--- src/csp_pkg.sv ---
// Package: register map, field positions, reset values and timing for the command page
package csp_pkg;
    // Register offsets (page 0)
    localparam logic [5:0] CSP_OFS_PAGE = 6'h00;
    localparam logic [5:0] CSP_OFS_CMD = 6'h01;
    localparam logic [5:0] CSP_OFS_IEN = 6'h02;
    // Page register fields
    localparam int CSP_PAGE_OVR_BIT = 7;
    localparam logic [7:0] CSP_PAGE_RST = 8'h00;
    localparam logic [7:0] CSP_PAGE_MASK = 8'h83;
    // Command register fields
    localparam int CSP_CMD_RXOFF_BIT = 5;
    localparam int CSP_CMD_SLEEP_BIT = 4;
    localparam logic [7:0] CSP_CMD_RST = 8'h20;
    localparam logic [7:0] CSP_CMD_MASK = 8'h3F;
    // Command codes
    localparam logic [3:0] CSP_CODE_IDLE = 4'h0;
    localparam logic [3:0] CSP_CODE_RESTART = 4'hF;
    // Interrupt enable register
    localparam int CSP_IEN_INV_BIT = 7;
    localparam logic [7:0] CSP_IEN_RST = 8'h80;
    // Wake-up time and its cycle count at 200 MHz
    localparam int CSP_CLK_MHZ = 200;
    localparam int CSP_WAKE_US = 10;
    localparam int CSP_WAKE_CYC = CSP_WAKE_US * CSP_CLK_MHZ;
    localparam logic [11:0] CSP_WAKE_CNT = 12'(CSP_WAKE_CYC);
    // Length of a generic command run
    localparam logic [7:0] CSP_CMD_CYC = 8'h10;
    typedef enum logic [2:0] {
        CSP_AWAKE = 3'h1,
        CSP_ASLEEP = 3'h2,
        CSP_WAKING = 3'h4
    } csp_pwr_t;
endpackage : csp_pkg

--- src/csp_wake.sv ---
// Soft sleep and wake-up sequencer
`timescale 1ns/10ps
`default_nettype none
module csp_wake
    import csp_pkg::*;
(
    // Clock and reset
    input wire logic clk,
    input wire logic resetn,
    // Control
    input wire logic sleep_req,
    input wire logic wake_req,
    // Status
    output logic sleep_bit,
    output logic asleep
);
    typedef struct packed {
        csp_pwr_t st;
        logic [11:0] cnt;
    } csp_wake_st_t;
    csp_wake_st_t s, next_s;

    always_comb begin
        next_s = s;
        case (s.st)
            CSP_AWAKE: begin
                if (sleep_req) begin
                    next_s.st = CSP_ASLEEP;
                end
            end
            CSP_ASLEEP: begin
                if (wake_req) begin
                    next_s.st = CSP_WAKING;
                    next_s.cnt = CSP_WAKE_CNT;
                end
            end
            CSP_WAKING: begin
                // Bit keeps reading one until the count runs out
                if (sleep_req) begin
                    // A fresh sleep write aborts the wake-up
                    next_s.st = CSP_ASLEEP;
                    next_s.cnt = 12'h000;
                end else if (s.cnt <= 12'h001) begin
                    next_s.st = CSP_AWAKE;
                    next_s.cnt = 12'h000;
                end else begin
                    next_s.cnt = s.cnt - 12'h001;
                end
            end
            default: begin
                next_s.st = CSP_AWAKE;
            end
        endcase
    end

    always_ff @(posedge clk or negedge resetn) begin
        if (!resetn) begin
            s <= '{st: CSP_AWAKE, cnt: 12'h000};
        end else begin
            s <= next_s;
        end
    end

    assign sleep_bit = (s.st != CSP_AWAKE);
    assign asleep = (s.st == CSP_ASLEEP);

    AST_WAKE_BIT_HOLDS: assert property (@(posedge clk) disable iff (!resetn)
        (s.st == CSP_ASLEEP && wake_req) |=> sleep_bit [*8])
        else $error("sleep bit dropped too early during wake-up");
endmodule : csp_wake
`default_nettype wire

--- src/csp_seq.sv ---
// Command sequencer: runs the started command and returns to idle
`timescale 1ns/10ps
`default_nettype none
module csp_seq
    import csp_pkg::*;
(
    // Clock and reset
    input wire logic clk,
    input wire logic resetn,
    // Start
    input wire logic start,
    input wire logic [3:0] code,
    // Status
    output logic [3:0] cur_code,
    output logic done
);
    typedef struct packed {
        logic [3:0] code;
        logic [7:0] cnt;
        logic done;
    } csp_seq_st_t;
    csp_seq_st_t s, next_s;

    always_comb begin
        next_s = s;
        next_s.done = 1'b0;
        if (start) begin
            next_s.code = code;
            next_s.cnt = (code == CSP_CODE_IDLE) ? 8'h00 : CSP_CMD_CYC;
        end else if (s.code != CSP_CODE_IDLE) begin
            // Finished command falls back to idle on its own
            if (s.cnt <= 8'h01) begin
                next_s.code = CSP_CODE_IDLE;
                next_s.cnt = 8'h00;
                next_s.done = 1'b1;
            end else begin
                next_s.cnt = s.cnt - 8'h01;
            end
        end
    end

    always_ff @(posedge clk or negedge resetn) begin
        if (!resetn) begin
            s <= '{code: CSP_CODE_IDLE, cnt: 8'h00, done: 1'b0};
        end else begin
            s <= next_s;
        end
    end

    assign cur_code = s.code;
    assign done = s.done;

    AST_SEQ_ENDS_IDLE: assert property (@(posedge clk) disable iff (!resetn)
        $rose(done) |-> (cur_code == CSP_CODE_IDLE) && ($past(cur_code) != CSP_CODE_IDLE))
        else $error("command did not return to idle on finish");
endmodule : csp_seq
`default_nettype wire

--- src/csp_regs.sv ---
// Command and status page register bank with page addressing and interrupt pin
`timescale 1ns/10ps
`default_nettype none
module csp_regs
    import csp_pkg::*;
(
    // Clock and reset
    input wire logic CLK,
    input wire logic RESETN,
    // Register port
    input wire logic [5:0] ADDR,
    input wire logic WR_EN,
    input wire logic RD_EN,
    input wire logic [7:0] WDATA,
    output logic [7:0] RDATA,
    output logic [5:0] REG_ADDR,
    // Core status
    input wire logic [6:0] IRQ_FLAGS,
    input wire logic CHECKSUM_DONE,
    // Core controls
    output logic RX_ANALOG_OFF,
    output logic SLEEP_ACTIVE,
    output logic [3:0] CMD_CODE,
    output logic CMD_DONE,
    output logic IRQ_STATUS,
    output logic IRQ
);
    typedef struct packed {
        logic [7:0] page;
        logic rx_off;
        logic [7:0] ien;
        logic [7:0] rdata;
        logic [5:0] reg_addr;
        logic irq_status;
        logic irq;
        logic sleep_active;
        logic [3:0] cmd_code;
        logic cmd_done;
    } csp_regs_st_t;
    csp_regs_st_t s, next_s;

    logic [5:0] eff_addr;
    logic [3:0] cur_code;
    logic seq_done;
    logic sleep_bit;
    logic asleep;
    logic hit_cmd;
    logic sleep_req;
    logic wake_req;
    logic cmd_start;
    logic restart_busy;
    logic [7:0] cmd_rd;

    // Page override supplies the upper address bits, else latch used whole
    always_comb begin
        if (s.page[CSP_PAGE_OVR_BIT]) begin
            eff_addr = {s.page[1:0], ADDR[3:0]};
        end else begin
            eff_addr = ADDR;
        end
    end

    assign hit_cmd = WR_EN && (eff_addr == CSP_OFS_CMD);
    assign restart_busy = (cur_code == CSP_CODE_RESTART);
    // Sleep can not be entered while the restart command runs
    assign sleep_req = hit_cmd && WDATA[CSP_CMD_SLEEP_BIT] && !restart_busy;
    assign wake_req = hit_cmd && !WDATA[CSP_CMD_SLEEP_BIT];
    assign cmd_start = hit_cmd && !WDATA[CSP_CMD_SLEEP_BIT];
    // Reserved bits 7..6 read zero
    assign cmd_rd = {2'b00, s.rx_off, sleep_bit, cur_code} & CSP_CMD_MASK;

    csp_wake u_wake (
        .clk(CLK),
        .resetn(RESETN),
        .sleep_req(sleep_req),
        .wake_req(wake_req),
        .sleep_bit(sleep_bit),
        .asleep(asleep)
    );

    csp_seq u_seq (
        .clk(CLK),
        .resetn(RESETN),
        .start(cmd_start),
        .code(WDATA[3:0]),
        .cur_code(cur_code),
        .done(seq_done)
    );

    always_comb begin
        next_s = s;
        // Host-owned control bits change only on host writes
        if (WR_EN) begin
            case (eff_addr)
                CSP_OFS_PAGE: begin
                    next_s.page = WDATA & CSP_PAGE_MASK;
                end
                CSP_OFS_CMD: begin
                    next_s.rx_off = WDATA[CSP_CMD_RXOFF_BIT];
                end
                CSP_OFS_IEN: begin
                    next_s.ien = WDATA;
                end
                default: begin
                    // Unmapped and test space: writes dropped, also keeps
                    // checksum-done out of host reach
                    next_s.page = s.page;
                end
            endcase
        end
        // Unmapped reads and write-only offsets return zero on this page
        if (RD_EN) begin
            case (eff_addr)
                CSP_OFS_PAGE: begin
                    next_s.rdata = s.page & CSP_PAGE_MASK;
                end
                CSP_OFS_CMD: begin
                    next_s.rdata = cmd_rd;
                end
                CSP_OFS_IEN: begin
                    next_s.rdata = s.ien;
                end
                default: begin
                    next_s.rdata = 8'h00;
                end
            endcase
        end
        next_s.reg_addr = eff_addr;
        // Interrupt combine and polarity
        next_s.irq_status = |(IRQ_FLAGS & s.ien[6:0]);
        next_s.irq = next_s.irq_status ^ s.ien[CSP_IEN_INV_BIT];
        next_s.sleep_active = asleep;
        next_s.cmd_code = cur_code;
        next_s.cmd_done = seq_done | (CHECKSUM_DONE & 1'b0);
    end

    always_ff @(posedge CLK or negedge RESETN) begin
        if (!RESETN) begin
            s.page <= CSP_PAGE_RST;
            s.rx_off <= CSP_CMD_RST[CSP_CMD_RXOFF_BIT];
            s.ien <= CSP_IEN_RST;
            s.rdata <= 8'h00;
            s.reg_addr <= 6'h00;
            s.irq_status <= 1'b0;
            s.irq <= CSP_IEN_RST[CSP_IEN_INV_BIT];
            s.sleep_active <= 1'b0;
            s.cmd_code <= CSP_CODE_IDLE;
            s.cmd_done <= 1'b0;
        end else begin
            s <= next_s;
        end
    end

    assign RDATA = s.rdata;
    assign REG_ADDR = s.reg_addr;
    assign RX_ANALOG_OFF = s.rx_off;
    assign SLEEP_ACTIVE = s.sleep_active;
    assign CMD_CODE = s.cmd_code;
    assign CMD_DONE = s.cmd_done;
    assign IRQ_STATUS = s.irq_status;
    assign IRQ = s.irq;

    AST_RW_HOLDS: assert property (@(posedge CLK) disable iff (!RESETN)
        !(WR_EN && eff_addr == CSP_OFS_IEN) |=> $stable(s.ien))
        else $error("enable register changed without a host write");
    AST_PAGE_ADDR: assert property (@(posedge CLK) disable iff (!RESETN)
        s.page[CSP_PAGE_OVR_BIT] |=> REG_ADDR == {$past(s.page[1:0]), $past(ADDR[3:0])})
        else $error("page override not applied to address");
    AST_LATCH_ADDR: assert property (@(posedge CLK) disable iff (!RESETN)
        !s.page[CSP_PAGE_OVR_BIT] |=> REG_ADDR == $past(ADDR))
        else $error("latched address not used whole");
    AST_WO_ZERO: assert property (@(posedge CLK) disable iff (!RESETN)
        (RD_EN && eff_addr > CSP_OFS_IEN) |=> RDATA == 8'h00)
        else $error("unmapped or write-only read not zero");
    AST_PAGE_RSVD: assert property (@(posedge CLK) disable iff (!RESETN)
        (s.page & ~CSP_PAGE_MASK) == 8'h00)
        else $error("reserved page bits set");
    AST_RESTART_NO_SLEEP: assert property (@(posedge CLK) disable iff (!RESETN)
        (hit_cmd && WDATA[CSP_CMD_SLEEP_BIT] && restart_busy && !sleep_bit) |=> !sleep_bit)
        else $error("sleep entered during restart");
    AST_SLEEP_ENTER: assert property (@(posedge CLK) disable iff (!RESETN)
        sleep_req |=> sleep_bit ##1 SLEEP_ACTIVE)
        else $error("sleep not entered on write");
    AST_CMD_READ: assert property (@(posedge CLK) disable iff (!RESETN)
        (cmd_start && !RD_EN) |=> cur_code == $past(WDATA[3:0]))
        else $error("command field does not show started command");
    AST_IRQ_POL: assert property (@(posedge CLK) disable iff (!RESETN)
        IRQ == (IRQ_STATUS ^ $past(s.ien[CSP_IEN_INV_BIT])))
        else $error("interrupt pin polarity wrong");
    AST_RXOFF: assert property (@(posedge CLK) disable iff (!RESETN)
        (WR_EN && eff_addr == CSP_OFS_CMD) |=> RX_ANALOG_OFF == $past(WDATA[5]))
        else $error("receiver off bit not written");

    COV_SLEEP: cover property (@(posedge CLK) disable iff (!RESETN) sleep_req);
    COV_WAKE: cover property (@(posedge CLK) disable iff (!RESETN) $fell(sleep_bit));
    COV_DONE: cover property (@(posedge CLK) disable iff (!RESETN) CMD_DONE);
    COV_PAGE: cover property (@(posedge CLK) disable iff (!RESETN) s.page[CSP_PAGE_OVR_BIT]);
endmodule : csp_regs
`default_nettype wire

--- config.mk ---
export PLATFORM = sky130hd
export DESIGN_NAME = csp_regs
export DESIGN_NICKNAME = d
export VERILOG_FILES = /design/src/csp_pkg.sv /design/src/csp_wake.sv /design/src/csp_seq.sv /design/src/csp_regs.sv
export SDC_FILE = /design/constraint.sdc
export NUM_CORES = 1
export LEC_CHECK = 0
export ABC_CLOCK_PERIOD_IN_PS = 2400
export BUFFER_PORTS_ARGS = -buffer_cell sky130_fd_sc_hd__buf_2
export CORE_AREA = 2 2 82 77
export DETAILED_ROUTE_END_ITERATION = 7
export DIE_AREA = 0 0 84 79
export PLACE_DENSITY = 0.75
export SLEW_MARGIN = 15
export SYNTH_ARGS = -nofsm -noshare
export SYNTH_HDL_FRONTEND = slang
export SYNTH_HIERARCHICAL = 1
export SYNTH_SLANG_ARGS = --single-unit
--- constraint.sdc ---
create_clock -name CLK -period 2.4 [get_ports CLK]
set_input_delay 0.12 -clock CLK [delete_from_list [all_inputs] [get_ports CLK]]
set_output_delay 0.12 -clock CLK [all_outputs]
set_load 0.005 [all_outputs]
Word level (Yosys, flattened, before mapping)
Cells that the tools add are included.
Word-level totals
  flip-flop bits (word level): 62
  latch bits: 0
  RAM bits: 0
  bits in read-only memories: 0
  word-level logic and storage cells: 66
  memories: 0
Operators by class
  add/sub/neg operators: 2
  multipliers: 0
  div/mod/pow operators: 0
  order comparisons: 2
  equal/unequal tests: 10
  shift-type cells: 0
  mux-type cells: 16
  bitwise logic cells: 2
  reduce and logical (&&, ||, !) cells: 19
Operator list (number)
  $mux 15: 2
  $mux 12: 2
  $pmux 12 s2: 1
  $pmux 8 s3: 1
  $mux 13: 1
  $le 12x1->1 const B: 1
  $sub 12x1->12 const B: 1
  $reduce_and 2->1: 5
  $pmux 3 s3: 1
  $le 8x1->1 const B: 1
  $mux 8: 1
  $sub 8x1->8 const B: 1
  $and 7x7->7: 1
  $reduce_or 7->1: 1
  $eq 6x1->1 const B: 1
  $eq 6x2->1 const B: 1
  $logic_not 6->1: 1
  $mux 3: 2
  $mux 6: 1
  $reduce_bool 2->1: 3
  $mux 5: 1
  $eq 4x4->1 const B: 1
  $logic_and 1x1->1: 4
  $logic_not 4->1: 1
  other kinds (13): 15

Logic depth before layout (Yosys ltp)
  depth in word-level cells: 7
  gate-level depth with buffers: 9
  depth with buffers taken out: 7

Modules after synthesis
Netlist, hierarchy kept.
By module, submodules not included
  csp_regs: instances 1, cells each 119, area each 1516.5 um^2, sequential area each 854.6 um^2
  csp_wake: instances 1, cells each 101, area each 922.1 um^2, sequential area each 376.6 um^2
  csp_seq: instances 1, cells each 70, area each 704.4 um^2, sequential area each 325.3 um^2

Least setup slack after synthesis
No wires, ideal clock.
  path kind: flip-flop to flip-flop
  start point: register s[38] (netlist bit)
  end point: register u_wake/s[3] (netlist bit)
  library setup time: 121 ps
  arrival: 2052 ps
  path slack: 227 ps
  stages on the path, launching flop included: 8
  path buffers: 0
  clock period less this slack: 2173 ps
  cells stage by stage: dfrtp_1 nor3_2 o211ai_1 nor3b_1 nand3b_1 a21oi_1 o21ai_1 a22o_1
RTL lines
  start: declaration: line csp_regs.sv:40  | csp_regs_st_t s, next_s;
  start signal: assignment: line csp_regs.sv:150  | s <= next_s;
  $mux 6: line csp_regs.sv:56  | if (s.page[CSP_PAGE_OVR_BIT]) begin
  $eq 6x1->1: line csp_regs.sv:63  | assign hit_cmd = WR_EN && (eff_addr == CSP_OFS_CMD);
  $logic_and 1x1->1: line csp_regs.sv:63
  $logic_and 1x1->1
  via cmd_start: line csp_regs.sv:50  | logic cmd_start;
  $ne 2x1->1 (no source line)
  $reduce_and 2->1 (no source line)
  end signal: assignment: line csp_wake.sv:58  | s <= '{st: CSP_AWAKE, cnt: 12'h000};
  end signal: assignment: line csp_wake.sv:60  | s <= next_s;
  end: declaration: line csp_wake.sv:21  | csp_wake_st_t s, next_s;
The timed path passes the listed nets, and every way through them passes these cells.
A chain may end at the register's enable or synchronous reset.

Final worst setup path
  start point: register s[38] (netlist bit)
  end point: register u_seq/s[3] (netlist bit)
On the way
  longest elaborated chain between the ends: 5
RTL lines
  $mux 6 (*): line csp_regs.sv:56
  $eq 6x1->1 (*): line csp_regs.sv:63
  $logic_and 1x1->1 (*): line csp_regs.sv:63
  $logic_and 1x1->1 (*): line csp_regs.sv:68  | assign cmd_start = hit_cmd && !WDATA[CSP_CMD_SLEEP_BIT];
  via cmd_start: line csp_regs.sv:50
  $mux 12 / $reduce_bool 2->1 (equally long branches)
  end signal: assignment: line csp_seq.sv:44  | s <= '{code: CSP_CODE_IDLE, cnt: 8'h00, done: 1'b0};
  end signal: assignment: line csp_seq.sv:46  | s <= next_s;
  end: declaration: line csp_seq.sv:22  | csp_seq_st_t s, next_s;
Mark *: on every way through the listed nets, which the timed path passes. The rest lies on a longest branch.

==> impl_metrics.csv <==
group,metric,value,unit
final_layout,post_layout_nonfiller_instances,410,
synthesis,synth_cell_types,58,
sta,setup_violations,0,
synthesis,synthArstFlopShare,100,%
power_and_ir_drop,ir_worst_vdd,0.000516,V
global_route,grt_max_degree,33,
routing,dr_wl_met3,345,microns
power_and_ir_drop,static-leakage-power,1.67,nW
floorplanning,initial_utilization,53.8,%
synthesis,synth_most_common_cell,"dfrtp_1",
routing,drt-wirelength-per-cell,15.7,microns
floorplanning,die_w,84,microns
synthesis,synth_nets,320,
final_layout,final_util,62.0,%
critical_path,crit_path_end_kind,"flip-flop",
routing,drc_errors,0,
clock_tree,cts_setup_buffers,0,
sta,worst_slew_pin_slew,0.733,ns
place,placedCellCount,388,
routing,drt_iter0_markers,123,
sta,hold_ws,0.0276,ns
global_route,grt_pass1_vias,2262,
clock_tree,cts_sinks,62,
place,hpwlAfterDp,4660,microns
routing,avgViaCountPerCell,5.69,
floorplanning,rows,27,
global_route,grt_overflow_total,0,
critical_path,worstSetupStartpointType,"flip-flop",
final_layout,fin_area,3620,sq um
routing,dr.pass1.iters,4,
synthesis,yosys_warnings,6,
global_route,antenna_found_initial,0,
routing,drt-met1-wl,2920,microns
place,gp_congestion,0.821,
place,numPortBuffers,47,
synthesis,yosys_most_used_dff,"dfrtp_1",
power_and_ir_drop,finalPower,3.02,mW
synthesis,postSynthAreaPerCell,10.8,sq um
sta,slew_headroom,51.2,%
sta,hold_viol_final,0,
sta,tns,0,ns
critical_path,worst-path-max-fanout,11,
synthesis,yosys.area.top_type,"dfrtp_1",
sta,rsz0062_at_grt,"false",
place,pre_cts_slack,0.295,ns
sta,max_freq,478,MHz
status,outcome,"complete, no violations",
critical_path,arrival,2.35,ns
final_layout,nNetsFinal,363,
sta,finalWorstSetupSlack,0.310,ns
power_and_ir_drop,power_density,835,nW/um^2
final_layout,antennaDiodeCount,0,
clock_tree,cts_tree,"done",
synthesis,synth_top_area_share,46.2,%
sta,min_period,2.09,ns
final_layout,drive_above_1_share,32.2,%
clock_tree,cts_buffers,9,
sta,min_period_over_period,87.1,%
sta,drv_slew,0,
min_path,min_path_type,"primary input to flip-flop",
routing,drt-total-wl,6430,microns
floorplanning,die_area,6640,sq um
final_layout,syn_to_final_growth,15.2,%
synthesis,synthTopCellsByArea,"dfrtp_1, mux2_2, buf_4, dfstp_2, a21oi_1",
synthesis,synthTopCellsByCount,"dfrtp_1, buf_4, inv_1",
clock_tree,clk_pin_slew,0.06,ns
sta,clock_skew,0.00636,ns
critical_path,path_class,"flip-flop to flip-flop",
synthesis,synth_edf_count,0,
synthesis,ys_seq_area_share,49.5,%
floorplanning,chipHeight,79,microns
clock_tree,clk_latency,0.34,ns
critical_path,crit_required,2.66,ns
floorplanning,ios,49,
global_route,grt_pass1_wl,11000,microns
synthesis,synthCells,290,
flow_run,maxCapViolCount,0,
synthesis,ys_ff_latch,62,
clock_tree,clock-root-buffer,"clkbuf_8",
global_route,grt_usage,21.3,%
synthesis,synth.cell_area,3140,sq um
clock_tree,clk_path_buf_depth,2,
routing,ant_nets,0,
routing,vias,2334,
routing,met2_length,3090,microns
clock_tree,cts-htree-levels,3,
floorplanning,core,5840,sq um
routing,top_layer_used,"met4",
place,dpl-instance-area,3330,sq um
## layout make-up
| class | count | area (sq um) |
|---|---|---|
| clock buffers | 12 | 155 |
| clock inverters | 4 | 70.1 |
| fillers | 501 | 2220 |
| inverters | 18 | 67.6 |
| multi-input cells | 180 | 1310 |
| flip-flops and latches | 62 | 1560 |
| well taps | 72 | 90.1 |
| repair buffers | 62 | 375 |
## per-layer routing
| metal | GRT usage, % | up-vias |
|---|---|---|
| met5 | 0 | - |
| met4 | 6.61 | 0 |
| met3 | 7.59 | 8 |
| met2 | 33.2 | 57 |
| met1 | 27.9 | 1133 |
| li1 | - | 1136 |
## final timing paths
check	slack [ns]	cells past startpoint	end	from
setup reg to reg	0.31	8	u_seq/s[3]$_DFFE_PN0P_	s[38]$_DFFE_PN0P_
hold reg to reg	0.36	0	CMD_DONE$_DFF_PN0_	u_seq/done$_DFF_PN0_
max in group asynchronous	1.35	3	u_wake/s[12]$_DFFE_PN1P_	RESETN
min in group asynchronous	0.37	2	REG_ADDR[3]$_DFF_PN0_	RESETN
setup / recovery	0.31	8	u_seq/s[3]$_DFFE_PN0P_	s[38]$_DFFE_PN0P_
hold / removal	0.03	2	s[29]$_DFFE_PN1P_	WDATA[7]
## worst max-delay path, stage by stage (launching register included)
cell	delay, ns
dfrtp_1	0.44
nor3b_4	0.18
o211ai_1	0.29
nor3b_2	0.12
buf_4	0.19
a311oi_2	0.18
buf_4	0.21
or2b_1	0.23
a31oi_1	0.16
## power breakdown
| group | switching [mW] | leakage [nW] | total, mW | internal [mW] |
|---|---|---|---|---|
| Sequential | 0.139 | 0.792 | 1.34 | 1.20 |
| Combinational | 0.345 | 0.758 | 0.644 | 0.299 |
| Clock | 0.396 | 0.116 | 1.03 | 0.638 |
| Total | 0.880 | 1.67 | 3.02 | 2.14 |
## timing repair
item                                    4_1_cts  5_1_grt
endpoints found under the setup margin        0        2
endpoints found under the hold margin        33        0
resized for setup                             0        1
hold buffers                                  6        0
## cell usage in the layout (no fill, tap or decap), types with 8 or more instances in the layout
cell type   n
buf_4       8
o22ai_1    10
a21oi_1    16
dfrtp_1    58
nand2_1    14
a22oi_1     8
nor3_1      8
mux2_2     16
nor2_1     13
nand3_1    12
buf_2      47
inv_1      17
clkbuf_8   11
a31oi_1     8
## cell families (layout without fill, tap and decap cells)
logic type      after synthesis  count (layout)  synth area share, %
buf+inv                      48              96                 9.08
fa+ha+maj                     4               4                 1.59
mux                          18              18                 6.37
simple gates                 82              82                 16.2
compound gates               74              74                 16.6
xor+xnor                      2               2                0.557
flops                        62              62                 49.5
## registers in the layout, summed over array words and instances (netlist names)
signal          cells
u_seq/done          1
REG_ADDR            6
RX_ANALOG_OFF       1
CMD_DONE            1
s                  11
u_wake/s           15
CMD_CODE            4
IRQ                 1
SLEEP_ACTIVE        1
u_seq/cur_code      4
RDATA               8
u_seq/s             8
IRQ_STATUS          1
Power figures use the tool's default switching activity.
